<file path="config.mk">
export PLATFORM = sky130hd
export DESIGN_NAME = sfl_link
export DESIGN_NICKNAME = d
export VERILOG_FILES = /design/src/sfl_pkg.sv /design/src/sfl_fifo.sv /design/src/sfl_link.sv
export SDC_FILE = /design/constraint.sdc
export NUM_CORES = 1
export LEC_CHECK = 0
export BUFFER_PORTS_ARGS = -buffer_cell sky130_fd_sc_hd__clkbuf_2
export CAP_MARGIN = 5
export CORE_MARGIN = 2
export CORE_UTILIZATION = 55
export DETAILED_ROUTE_END_ITERATION = 10
export HOLD_SLACK_MARGIN = 0.05
export MAX_ROUTING_LAYER = met4
export PLACE_DENSITY = 0.85
export SETUP_SLACK_MARGIN = 0.4
export SLEW_MARGIN = 25
export SYNTH_ARGS = -nofsm -noshare
export SYNTH_HDL_FRONTEND = slang
export SYNTH_HIERARCHICAL = 1
export SYNTH_SLANG_ARGS = --single-unit
</file>
<file path="constraint.sdc">
create_clock -name ref_clk_in -period 2.55 [get_ports ref_clk_in]
set_input_delay 0.3825 -clock ref_clk_in [delete_from_list [all_inputs] [get_ports ref_clk_in]]
set_output_delay 0.3825 -clock ref_clk_in [all_outputs]
set_load 0.005 [all_outputs]
</file>
<file path="src/sfl_pkg.sv">
package sfl_pkg;

  // ---------------------------------------------------------------
  // Command opcodes
  // ---------------------------------------------------------------
  localparam logic [7:0] OP_ARRAY_READ_LEGACY = 8'hE8;
  localparam logic [7:0] OP_ARRAY_READ_FAST = 8'h0B;
  localparam logic [7:0] OP_ARRAY_READ_SLOW = 8'h03;
  localparam logic [7:0] OP_PAGE_READ = 8'hD2;
  localparam logic [7:0] OP_BUF1_READ = 8'hD4;
  localparam logic [7:0] OP_BUF2_READ = 8'hD6;
  localparam logic [7:0] OP_BUF1_READ_SLOW = 8'hD1;
  localparam logic [7:0] OP_BUF2_READ_SLOW = 8'hD3;
  localparam logic [7:0] OP_PROTECT_READ = 8'h32;
  localparam logic [7:0] OP_LOCKDOWN_READ = 8'h35;
  localparam logic [7:0] OP_SECURITY_READ = 8'h77;
  localparam logic [7:0] OP_STATUS_READ = 8'hD7;
  localparam logic [7:0] OP_IDENT_READ = 8'h9F;

  // ---------------------------------------------------------------
  // Bytes between the opcode and the first output bit
  // ---------------------------------------------------------------
  localparam logic [2:0] HDR_NONE = 3'h0;
  localparam logic [2:0] HDR_ADDR = 3'h3;
  localparam logic [2:0] HDR_ADDR_DUMMY1 = 3'h4;
  localparam logic [2:0] HDR_ADDR_DUMMY4 = 3'h7;

  // ---------------------------------------------------------------
  // Sizes and reset values
  // ---------------------------------------------------------------
  localparam int DATA_WIDTH = 8;
  localparam int FIFO_DEPTH = 8;
  localparam logic PAGE_512_RESET = 1'b0;
  localparam logic [7:0] IDLE_OUT_BYTE = 8'hFF;

  typedef enum logic [3:0] {
    SFL_CMD_NONE,
    SFL_CMD_ARRAY_READ,
    SFL_CMD_PAGE_READ,
    SFL_CMD_BUF1_READ,
    SFL_CMD_BUF2_READ,
    SFL_CMD_PROTECT_READ,
    SFL_CMD_LOCKDOWN_READ,
    SFL_CMD_SECURITY_READ,
    SFL_CMD_STATUS_READ,
    SFL_CMD_IDENT_READ,
    SFL_CMD_UNKNOWN
  } sfl_cmd_type;

  typedef enum logic [1:0] {
    SFL_ST_OPCODE,
    SFL_ST_HEADER,
    SFL_ST_DATA,
    SFL_ST_IGNORE
  } sfl_state_type;

endpackage

</file>
<file path="src/sfl_fifo.sv">
`timescale 1ns/1ps

module sfl_fifo #(
  parameter int WIDTH = 8,
  parameter int DEPTH = 8
) (
  input wire logic ref_clk_in,
  input wire logic reset_n_in,
  input wire logic [WIDTH-1:0] in_data_in,
  input wire logic in_valid_in,
  output logic in_ready_out,
  output logic [WIDTH-1:0] out_data_out,
  output logic out_valid_out,
  input wire logic out_ready_in
);

  localparam int AW = $clog2(DEPTH);
  localparam logic [AW:0] DEPTH_C = (AW+1)'(DEPTH);

  logic [WIDTH-1:0] mem [DEPTH];
  logic [AW-1:0] wr_ptr;
  logic [AW-1:0] rd_ptr;
  logic [AW:0] count;
  logic [AW:0] next_count;
  wire push = in_valid_in && in_ready_out;
  wire pop = out_valid_out && out_ready_in;

  // Flags are registered from the next count, so both stay honest
  always_comb begin
    next_count = count;
    if (push && !pop) begin
      next_count = count + (AW+1)'(1);
    end else if (pop && !push) begin
      next_count = count - (AW+1)'(1);
    end
  end

  assign out_data_out = mem[rd_ptr];

  always_ff @(posedge ref_clk_in or negedge reset_n_in) begin
    if (!reset_n_in) begin
      wr_ptr <= '0;
      rd_ptr <= '0;
      count <= '0;
      in_ready_out <= 1'b1;
      out_valid_out <= 1'b0;
    end else begin
      count <= next_count;
      in_ready_out <= next_count != DEPTH_C;
      out_valid_out <= next_count != '0;
      if (push) begin
        wr_ptr <= (wr_ptr == AW'(DEPTH-1)) ? '0 : wr_ptr + AW'(1);
      end
      if (pop) begin
        rd_ptr <= (rd_ptr == AW'(DEPTH-1)) ? '0 : rd_ptr + AW'(1);
      end
    end
  end

  // Storage needs no reset; only valid words are ever read out
  always_ff @(posedge ref_clk_in) begin
    if (push) begin
      mem[wr_ptr] <= in_data_in;
    end
  end

endmodule // sfl_fifo

</file>
<file path="src/sfl_link.sv">
`timescale 1ns/1ps


module sfl_link
  import sfl_pkg::*;
(
  input wire logic ref_clk_in,
  input wire logic reset_n_in,
  input wire logic device_select_n_in,
  input wire logic serial_clock_in,
  input wire logic serial_in_in,
  input wire logic factory_512_in,
  input wire logic page_cfg_512_in,
  input wire logic [7:0] tx_data_in,
  input wire logic tx_valid_in,
  output logic tx_ready_out,
  output logic serial_out_out,
  output logic serial_out_oe_out,
  output logic [7:0] rx_byte_out,
  output logic rx_valid_out,
  output sfl_cmd_type cmd_out,
  output logic cmd_valid_out,
  output logic page_size_512_out
);

  // ---------------------------------------------------------------
  // Pin synchronisers
  // ---------------------------------------------------------------
  logic [2:0] sck_sync;
  logic [1:0] sel_sync;
  logic [2:0] si_sync;
  logic [1:0] strap_sync;

  always_ff @(posedge ref_clk_in or negedge reset_n_in) begin
    if (!reset_n_in) begin
      sck_sync <= '0;
      sel_sync <= 2'h3;
      si_sync <= '0;
    end else begin
      sck_sync <= {sck_sync[1:0], serial_clock_in};
      sel_sync <= {sel_sync[0], device_select_n_in};
      si_sync <= {si_sync[1:0], serial_in_in};
    end
  end

  // Strap sampler runs through reset, so its level is settled at release
  always_ff @(posedge ref_clk_in) begin
    strap_sync <= {strap_sync[0], factory_512_in};
  end

  // Edges are found on stages two and three only; the data bit is the one
  // seen just before the rising edge, so a host changing the line on that
  // same edge cannot corrupt it.
  wire selected = !sel_sync[1];
  wire sck_rise = sck_sync[1] && !sck_sync[2];
  wire sck_fall = !sck_sync[1] && sck_sync[2];
  wire si_bit = si_sync[2];

  // ---------------------------------------------------------------
  // Output data buffer
  // ---------------------------------------------------------------
  logic [7:0] buf_data;
  logic buf_valid;
  logic buf_pop;

  sfl_fifo #(
    .WIDTH(DATA_WIDTH),
    .DEPTH(FIFO_DEPTH)
  ) u_fifo (
    .ref_clk_in(ref_clk_in),
    .reset_n_in(reset_n_in),
    .in_data_in(tx_data_in),
    .in_valid_in(tx_valid_in),
    .in_ready_out(tx_ready_out),
    .out_data_out(buf_data),
    .out_valid_out(buf_valid),
    .out_ready_in(buf_pop)
  );

  // ---------------------------------------------------------------
  // Command decode
  // ---------------------------------------------------------------
  sfl_state_type state;
  logic [7:0] rx_shift;
  logic [2:0] rx_bit;
  logic [2:0] hdr_left;
  logic [2:0] tx_bit;
  logic [7:0] tx_shift;

  wire [7:0] rx_next = {rx_shift[6:0], si_bit};
  wire byte_done = sck_rise && (rx_bit == 3'h7);

  sfl_cmd_type dec_cmd;
  logic [2:0] dec_hdr;

  always_comb begin
    dec_cmd = SFL_CMD_UNKNOWN;
    dec_hdr = HDR_NONE;
    case (rx_next)
      OP_ARRAY_READ_LEGACY: begin
        dec_cmd = SFL_CMD_ARRAY_READ;
        dec_hdr = HDR_ADDR_DUMMY4;
      end
      OP_ARRAY_READ_FAST: begin
        dec_cmd = SFL_CMD_ARRAY_READ;
        dec_hdr = HDR_ADDR_DUMMY1;
      end
      OP_ARRAY_READ_SLOW: begin
        dec_cmd = SFL_CMD_ARRAY_READ;
        dec_hdr = HDR_ADDR;
      end
      OP_PAGE_READ: begin
        dec_cmd = SFL_CMD_PAGE_READ;
        dec_hdr = HDR_ADDR_DUMMY4;
      end
      OP_BUF1_READ: begin
        dec_cmd = SFL_CMD_BUF1_READ;
        dec_hdr = HDR_ADDR_DUMMY1;
      end
      OP_BUF2_READ: begin
        dec_cmd = SFL_CMD_BUF2_READ;
        dec_hdr = HDR_ADDR_DUMMY1;
      end
      OP_BUF1_READ_SLOW: begin
        dec_cmd = SFL_CMD_BUF1_READ;
        dec_hdr = HDR_ADDR;
      end
      OP_BUF2_READ_SLOW: begin
        dec_cmd = SFL_CMD_BUF2_READ;
        dec_hdr = HDR_ADDR;
      end
      OP_PROTECT_READ: begin
        dec_cmd = SFL_CMD_PROTECT_READ;
        dec_hdr = HDR_ADDR;
      end
      OP_LOCKDOWN_READ: begin
        dec_cmd = SFL_CMD_LOCKDOWN_READ;
        dec_hdr = HDR_ADDR;
      end
      OP_SECURITY_READ: begin
        dec_cmd = SFL_CMD_SECURITY_READ;
        dec_hdr = HDR_ADDR;
      end
      OP_STATUS_READ: begin
        dec_cmd = SFL_CMD_STATUS_READ;
      end
      OP_IDENT_READ: begin
        dec_cmd = SFL_CMD_IDENT_READ;
      end
      default: begin
        dec_cmd = SFL_CMD_UNKNOWN;
      end
    endcase
  end

  // Output shifting only in the data phase, so the lone falling edge that
  // opens a mode 3 frame launches nothing.
  wire in_data = selected && (state == SFL_ST_DATA);
  wire tx_load = in_data && sck_fall && (tx_bit == 3'h0);
  wire [7:0] tx_byte = buf_valid ? buf_data : IDLE_OUT_BYTE;
  assign buf_pop = tx_load && buf_valid;

  // ---------------------------------------------------------------
  // Frame state
  // ---------------------------------------------------------------
  always_ff @(posedge ref_clk_in or negedge reset_n_in) begin
    if (!reset_n_in) begin
      state <= SFL_ST_OPCODE;
      rx_shift <= '0;
      rx_bit <= '0;
      hdr_left <= '0;
      rx_byte_out <= '0;
      rx_valid_out <= 1'b0;
      cmd_out <= SFL_CMD_NONE;
      cmd_valid_out <= 1'b0;
    end else begin
      rx_valid_out <= 1'b0;
      cmd_valid_out <= 1'b0;
      if (!selected) begin
        state <= SFL_ST_OPCODE;
        rx_bit <= '0;
        hdr_left <= '0;
      end else if (sck_rise) begin
        rx_shift <= rx_next;
        rx_bit <= rx_bit + 3'h1;
        if (byte_done) begin
          rx_byte_out <= rx_next;
          rx_valid_out <= 1'b1;
          case (state)
            SFL_ST_OPCODE: begin
              cmd_out <= dec_cmd;
              cmd_valid_out <= 1'b1;
              hdr_left <= dec_hdr;
              if (dec_cmd == SFL_CMD_UNKNOWN) begin
                state <= SFL_ST_IGNORE;
              end else if (dec_hdr == HDR_NONE) begin
                state <= SFL_ST_DATA;
              end else begin
                state <= SFL_ST_HEADER;
              end
            end
            SFL_ST_HEADER: begin
              hdr_left <= hdr_left - 3'h1;
              if (hdr_left == 3'h1) begin
                state <= SFL_ST_DATA;
              end
            end
            SFL_ST_DATA: begin
              state <= SFL_ST_DATA;
            end
            default: begin
              state <= SFL_ST_IGNORE;
            end
          endcase
        end
      end
    end
  end

  // ---------------------------------------------------------------
  // Serial output
  // ---------------------------------------------------------------
  // Launch comes about three reference cycles after the falling edge,
  // well inside the clock_low_phase at the bench rate; faster link
  // clocks than the reference can follow are not supported.
  always_ff @(posedge ref_clk_in or negedge reset_n_in) begin
    if (!reset_n_in) begin
      tx_bit <= '0;
      tx_shift <= '0;
      serial_out_out <= 1'b0;
      serial_out_oe_out <= 1'b0;
    end else begin
      serial_out_oe_out <= in_data;
      if (!in_data) begin
        tx_bit <= '0;
      end else if (sck_fall) begin
        tx_bit <= tx_bit + 3'h1;
        if (tx_load) begin
          serial_out_out <= tx_byte[7];
          tx_shift <= {tx_byte[6:0], 1'b0};
        end else begin
          serial_out_out <= tx_shift[7];
          tx_shift <= {tx_shift[6:0], 1'b0};
        end
      end
    end
  end

  // ---------------------------------------------------------------
  // Page size
  // ---------------------------------------------------------------
  logic strap_taken;

  // Strap caught by a clocked process once reset has gone
  always_ff @(posedge ref_clk_in or negedge reset_n_in) begin
    if (!reset_n_in) begin
      strap_taken <= 1'b0;
      page_size_512_out <= PAGE_512_RESET;
    end else begin
      strap_taken <= 1'b1;
      if (!strap_taken) begin
        page_size_512_out <= strap_sync[1];
      end else if (page_cfg_512_in) begin
        page_size_512_out <= 1'b1;
      end
    end
  end

endmodule // sfl_link

</file>
==> impl_metrics.json, run 1 <==
{
  "start_util": 0.561,
  "crit_type": "reg -> reg",
  "dp_hpwl_um": 6820,
  "drive_above_1_share": 0.292,
  "cts.sinks": 129,
  "areaGrowthSynthToFinish_pct": 19.0,
  "ys_warn_count": 6,
  "power_density_nw_per_um2": 866,
  "syn-num-nets": 449,
  "synthCells": 417,
  "rsz0062_at_grt": "true",
  "critPathMaxStageDelay_ps": 420,
  "die-height_um": 106,
  "grt_pass1_wl_um": 18200,
  "setup-violations-final": 0,
  "synth_flop_cell": "edfxtp_1",
  "grt_max_degree": 24,
  "fin_area_um2": 6840,
  "highest_layer": "met4",
  "crit_required_ps": 2930,
  "drt_iter0_markers": 211,
  "outcome": "complete, no violations",
  "clk_pin_slew_ps": 60,
  "r2r_end": "u_fifo/out_valid_out",
  "fin_crit_ps": 2130,
  "drcViolationCount": 0,
  "cts_tree": "built",
  "synth_cell_types": 61,
  "io_buffer_count": 33,
  "grt_pass1_vias": 3588,
  "cp_common_cell": "and2_4",
  "rows": 37,
  "met3_length_um": 386,
  "min_path_type": "in -> reg",
  "final_nets": 508,
  "avgViaCountPerCell": 5.80,
  "avgSynthCellArea_um2": 13.8,
  "grt.overflow.total": 0,
  "antenna_found_initial": 0,
  "final_cell_mix": "edfxtp_1 (64), dfrtp_1 (59), nand2_1 (38)",
  "ys_ff_latch": 129,
  "num_vias": 3623,
  "synth_edf_count": 64,
  "cp_slowest_cell": "or4_1",
  "cp.buffers_inverters": 1,
  "final_common_cell": "edfxtp_1",
  "clockBufferDepth": 2,
  "setup_tns_ps": 0,
  "min_period_over_period": 0.836,
  "r2r_start": "state[1]",
  "fillers": 698,
  "p_leak_nw": 2.77,
  "routed_wl_um": 11300,
  "slew_headroom": 0.505,
  "diodes": 0,
  "ir_drop_mv": 0.555,
  "placed_area_um2": 6090,
  "hold_viol": 0,
  "die_w_um": 106,
  "crit_arrival_ps": 2520,
  "num_io_pins": 34,
  "end_kind": "register",
  "clock_latency_ps": 520,
  "dr.pass1.iters": 5,
  "reg2reg_setup_slack_ps": 420,
  "gp_congestion": 0.796,
  "antenna_left": 0,
  "r2r_cells": 10,
  "drv_slew": 0,
  "critPathCapture": "u_fifo/out_valid_out",
  "synthesis.area_um2": 5740,
  "wl_met1_um": 4750,
  "critical_path_depth": 10,
  "multi_input_area_um2": 2110,
  "worst_slew_pin_slew_ps": 742,
  "seqCellArea_um2": 3540,
  "cp_cell_sequence": "ha_2 -> nand2b_4 -> inv_1 -> and2_4 -> nand3b_4 -> nor2_4 -> and2_4 -> or4_1 -> o211ai_1 -> o221ai_2",
  "yosysSeqAreaShare": 0.617,
  "routedWlPerCell_um": 18.0,
  "finClkSkew_ps": 6.61,
  "wl_met2_um": 5990,
  "core_area_um2": 10200,
  "startpoint_type": "register",
  "fmax_mhz": 469,
  "maxCapViolCount": 0,
  "track_usage": 0.221,
  "cts_root_buffer": "clkbuf_8",
  "cts_max_level": 4,
  "crit_fanout": 7,
  "cts_made_buffers": 17,
  "postSynth.asyncResetShare": 0.488,
  "crit_family": "simple AND/OR/NAND/NOR gates",
  "worstSetupStartpoint": "state[1]",
  "dieArea_um2": 11300
}
## state kept, by name, indices dropped and copies added, names as in the netlist, 2 cells and up
signal	cells
tx_bit	3
hdr_left	3
u_fifo/count	4
rx_shift	7
rx_bit	3
sck_sync	3
sel_sync	2
u_fifo/mem	64
state	2
si_sync	3
u_fifo/wr_ptr	3
u_fifo/rd_ptr	3
cmd_out	4
rx_byte_out	8
strap_sync	2
tx_shift	7
## power by group
part           total, mW  switching (mW)  internal, mW
Clock               2.33           0.986          1.34
Combinational      0.842           0.471         0.371
Sequential          2.75           0.284          2.46
## cells by family after synthesis
group                      Yosys count  synth area share
DFF                                129             0.617
xor gates and xnor gates            10            0.0152
and+or+nand+nor                    138             0.124
AOI/OAI and AO/OA                   50            0.0616
buffers and inverters               35            0.0307
muxes                               38             0.116
adders and majority gates           16            0.0349
other                                1          0.000653
## tightest hold or removal path: stages
cell      delay, ps
clkbuf_2         80
nor2_1           90
a21oi_1          70
## cell usage after synthesis (2+ instances only)
cell type	count	area [um^2]
a21oi_1	6	30.0
or4_1	3	22.5
ha_1	16	200
mux2_4	8	120
dfstp_2	3	78.8
xor2_1	4	35.0
nor4b_1	3	26.3
nor3_1	9	45.0
and2_1	3	18.8
mux4_1	8	210
nand3b_1	3	22.5
dfxtp_1	2	40.0
edfxtp_1	64	1920
a211o_1	2	17.5
o21a_1	3	22.5
nor2b_1	3	18.8
xnor2_1	6	52.6
or2_2	2	12.5
and4b_1	3	30.0
nand3_1	15	75.1
dfrtp_1	60	1500
a21boi_0	2	15.0
o211ai_1	11	82.6
o21ai_0	8	40.0
mux4_2	8	180
or3_1	2	12.5
a31oi_1	4	25.0
mux2_2	14	158
nand2b_1	5	31.3
buf_2	11	55.1
nand2_1	39	146
nor4_1	3	18.8
buf_6	2	22.5
nand4_1	7	43.8
inv_1	14	52.6
clkbuf_1	6	22.5
nor2_1	31	116
## cell type report
| type | count | share of cell area |
|---|---|---|
| clock inverters | 15 | 0.0234 |
| multi-input cells | 253 | 0.309 |
| repair buffers | 60 | 0.0556 |
| well taps | 136 | 0.0249 |
| flip-flops and latches | 129 | 0.518 |
| clock buffers | 17 | 0.0606 |
| inverters | 15 | 0.00824 |
## through the flow
| step | cells | util | power, mW | setup slack (ps) | hold WS, ps |
|---|---|---|---|---|---|
| floorplan | 417 | - | 3.27 | 225 | 86.9 |
| global placement | 580 | 0.595 | 3.46 | 307 | 311 |
| detailed placement | 580 | 0.595 | 3.54 | 200 | 312 |
| CTS | 621 | 0.661 | 5.92 | 409 | 112 |
| global route | 625 | 0.668 | 6.19 | 309 | 110 |
| finish | 625 | 0.668 | 5.92 | 418 | 140 |
## routing by layer
metal / track usage / vias to the layer above
met5: - / -
li1: - / 1687
met2: 0.360 / 81
met3: 0.0681 / 10
met1: 0.263 / 1845
met4: 0.0780 / 0
## worst min path at each step
stage                               start                end  cells after the start
final                     page_cfg_512_in  page_size_512_out                      3
after global routing        tx_data_in[0]   u_fifo/mem[1][0]                      1
after CTS                   tx_data_in[5]   u_fifo/mem[3][5]                      1
after detailed placement    strap_sync[0]      strap_sync[1]                      0
after global placement      strap_sync[0]      strap_sync[1]                      0
after floorplan                reset_n_in         cmd_out[0]                      0
## repair_timing
action	4_1_cts	5_1_grt
setup buffers	4	4
setup endpoints to repair	4	7
pin swaps	1	4
endpoints found under the hold margin	25	0
hold buffers	5	0
resized for setup	6	11
No activity file was read; power rests on OpenSTA's default activity.
==> run 2: changes to the inputs <==
ABC_AREA = 1   (was unset)
clock period = 1.9 ns   (was 2.55 ns; I/O delays follow)
==> run 2 against run 1 <==
Compared with the run above: the flow now finishes with violations (negative setup slack); hold slack got worse by 78 ps; design area increased by 8.7%; die area increased by 1.3%; largest cell class unchanged; largest power group unchanged.
==> impl_metrics.json, run 2 <==
{
  "outcome": "finished, violations left",
  "violations": "negative setup slack",
  "final_nets": 714,
  "multi_input_area_um2": 2260,
  "fin_crit_ps": 1910,
  "seqCellArea_um2": 3550,
  "rows": 37,
  "avgSynthCellArea_um2": 9.82,
  "crit_arrival_ps": 2320,
  "grt.overflow.total": 0,
  "reg2reg_setup_slack_ps": -10,
  "ir_drop_mv": 0.787,
  "grt_pass1_vias": 4444,
  "fillers": 637,
  "cts.sinks": 129,
  "p_seq_frac": 0.455,
  "synth.most_common_cell": "nand2_1",
  "grt_pass1_wl_um": 20900,
  "setup_tns_ps": -23.7,
  "ys_warn_count": 6,
  "switching_share": 0.302,
  "wl_met2_um": 6720,
  "rsz0062_at_grt": "true",
  "p_int_mw": 5.40,
  "synth-xor-area-share": 0.00150,
  "crit_required_ps": 2300,
  "cts_root_buffer": "clkbuf_8",
  "io_buffer_count": 33,
  "dieArea_um2": 11400,
  "clk_pin_slew_ps": 60,
  "slew_headroom": 0.450,
  "final_cell_mix": "nand2_1 (127), nor2_1 (81), edfxtp_1 (64)",
  "setup-violations-final": 3,
  "worst_hold_slack_ps": 62.3,
  "yosysSeqAreaShare": 0.608,
  "postSynth.asyncResetShare": 0.488,
  "synth_edf_count": 64,
  "startpoint_type": "register",
  "drv_slew": 0,
  "antenna_found_initial": 0,
  "clock_latency_ps": 510,
  "clockBufferDepth": 2,
  "yosys.area.top_type": "edfxtp_1",
  "synth_cell_types": 37,
  "synthTopCellsByCount": "nand2_1 (140), nor2_1 (94), edfxtp_1 (64)",
  "cp_common_cell": "nand2_2",
  "critPathMaxStageDelay_ps": 390,
  "drcViolationCount": 0,
  "crit_type": "reg -> reg",
  "routed_wl_um": 13000,
  "drive_above_1_share": 0.308,
  "highest_layer": "met4",
  "min_path_type": "in -> reg",
  "synth_top_cells_by_area": "edfxtp_1 (33%), dfrtp_1 (26%), nand2_1 (9.0%)",
  "antenna_left": 0,
  "synth_compound_area_frac": 0.0879,
  "routedWlPerCell_um": 15.7,
  "core_area_um2": 10300,
  "largest_reg_flops": 64,
  "yosys-mux-area-fraction": 0,
  "grt_max_degree": 64,
  "finClkSkew_ps": 7.79,
  "comb_power_share": 0.168,
  "hold_viol": 0,
  "die_w_um": 107,
  "worst_slack_ps": -12.9,
  "synth_top_family_by_area": "simple AND/OR/NAND/NOR gates",
  "dp_cells": 763,
  "min_period_over_period": 1.01,
  "met3_length_um": 666,
  "regMostFlops": "u_fifo/mem",
  "synth_fa_ha_area_frac": 0.0344,
  "final_cells": 831,
  "num_io_pins": 34,
  "p_leak_nw": 3.33,
  "synth_top_cell_area_share": 0.330,
  "crit_fanout": 5,
  "avgViaCountPerCell": 5.44,
  "dp_hpwl_um": 7580,
  "drt_iter0_markers": 397,
  "synthesis.area_um2": 5820,
  "cts_max_level": 4,
  "finalPower_mw": 7.74,
  "largestRegisters": "u_fifo/mem: 64 flops, rx_byte_out: 8 flops",
  "cts_made_buffers": 17,
  "clockPowerShare": 0.377,
  "cp_slowest_cell": "dfrtp_1",
  "ys_ff_latch": 129,
  "track_usage": 0.243,
  "gp_congestion": 0.904,
  "yosys.area_share.simple": 0.216,
  "final_common_cell": "nand2_1",
  "maxCapViolCount": 0,
  "p_switching_mw": 2.34,
  "end_kind": "register",
  "cp_cell_sequence": "inv_2 -> ha_4 -> inv_2 -> nor2_4 -> nand2_4 -> nor3_4 -> nand2_2 -> inv_4 -> nand2_8 -> nor2_4 -> nand2_2 -> nand2_1 -> nand2_1 -> nand2_2 -> nand3_2",
  "synthCells": 593,
  "num_vias": 4520,
  "power_density_nw_per_um2": 1040,
  "areaGrowthSynthToFinish_pct": 27.6,
  "synth_flop_cell": "edfxtp_1",
  "cts_tree": "built",
  "start_util": 0.564,
  "fmax_mhz": 523,
  "diodes": 0,
  "dr.pass1.iters": 5,
  "syn-num-nets": 625,
  "die-height_um": 107,
  "wl_met1_um": 5360,
  "worst_slew_pin_slew_ps": 822
}
[run 2: cell count changes after synthesis, moves of 7 or more]
cell and delta:
nor2_1 +63, o211ai_1 -11, mux2_2 -14, o21ai_0 +38, nand2_2 +10, mux4_1 -8, nand2_1 +101, o21ai_1 +28
inv_1 +30, mux4_2 -8, mux2_4 -8, nor3_1 -7
[run 2: per-stage QoR]
stage,setup WS [ps],area (um^2),utilization
after floorplan,83.8,5870,-
after global routing,-156,7430,0.720
after detailed placement,-32.3,6260,0.606
final,-12.9,7430,0.720
after global placement,62.1,6260,0.606
after CTS,-14.6,7140,0.691
[run 2: path summary, 6_finish.rpt]
| kind | from | to | depth (start not counted) |
|---|---|---|---|
| setup / recovery | state[0] | u_fifo/out_valid_out | 15 |
| hold / removal | tx_data_in[6] | u_fifo/mem[4][6] | 1 |
| setup reg to reg | state[0] | u_fifo/out_valid_out | 15 |
| hold reg to reg | strap_sync[0] | strap_sync[1] | 0 |
| max in group asynchronous | reset_n_in | u_fifo/in_ready_out | 3 |
| min in group asynchronous | reset_n_in | tx_bit[0] | 3 |
[run 2: worst max-delay path: cells and delay by family (launching register included)]
kind | cells | cell delay, ps
adder cells (fa/ha/maj) | 1 | 130
flip-flops | 1 | 390
buffers and inverters | 3 | 210
AND/OR/NAND/NOR | 11 | 1090
[run 2: per-layer routing]
| layer | up-vias | global-route usage |
|---|---|---|
| li1 | 2139 | - |
| met1 | 2194 | 0.297 |
| met2 | 152 | 0.401 |
| met3 | 35 | 0.0614 |
| met4 | 0 | 0.0779 |
| met5 | - | - |
[run 2: timing repair]
| item | CTS | global route |
|---|---|---|
| endpoints found under the setup margin | 84 | 66 |
| setup buffers | 13 | 14 |
| endpoints found under the hold margin | 89 | 0 |
| pin swaps | 18 | 28 |
| hold buffers | 9 | 0 |
| gates resized for setup | 25 | 65 |
[run 2: area by class of cell]
class,instances,share of cell area
Sequential cell,129,0.478
Timing Repair Buffer,84,0.0924
Multi-Input combinational cell,398,0.304
Clock inverter,15,0.0167
Inverter,52,0.0305
Clock buffer,17,0.0557
Tap cell,136,0.0229
[run 2: cell families (layout without fill, tap and decap cells)]
logic type	after synthesis	after routing
simple gates	286	286
flops	129	129
xor+xnor	1	1
buf+inv	66	168
fa+ha+maj	16	16
other cells	1	1
compound gates	94	94
[run 2: power by group through the flow]
stage	registers [mW]	clock network [mW]	logic, mW
final	3.52	2.92	1.30
after global routing	3.55	3.11	1.43
after CTS	3.49	2.97	1.22
after detailed placement	3.53	0	1.07
after global placement	3.51	0	1.02
after floorplan	3.48	0	0.767
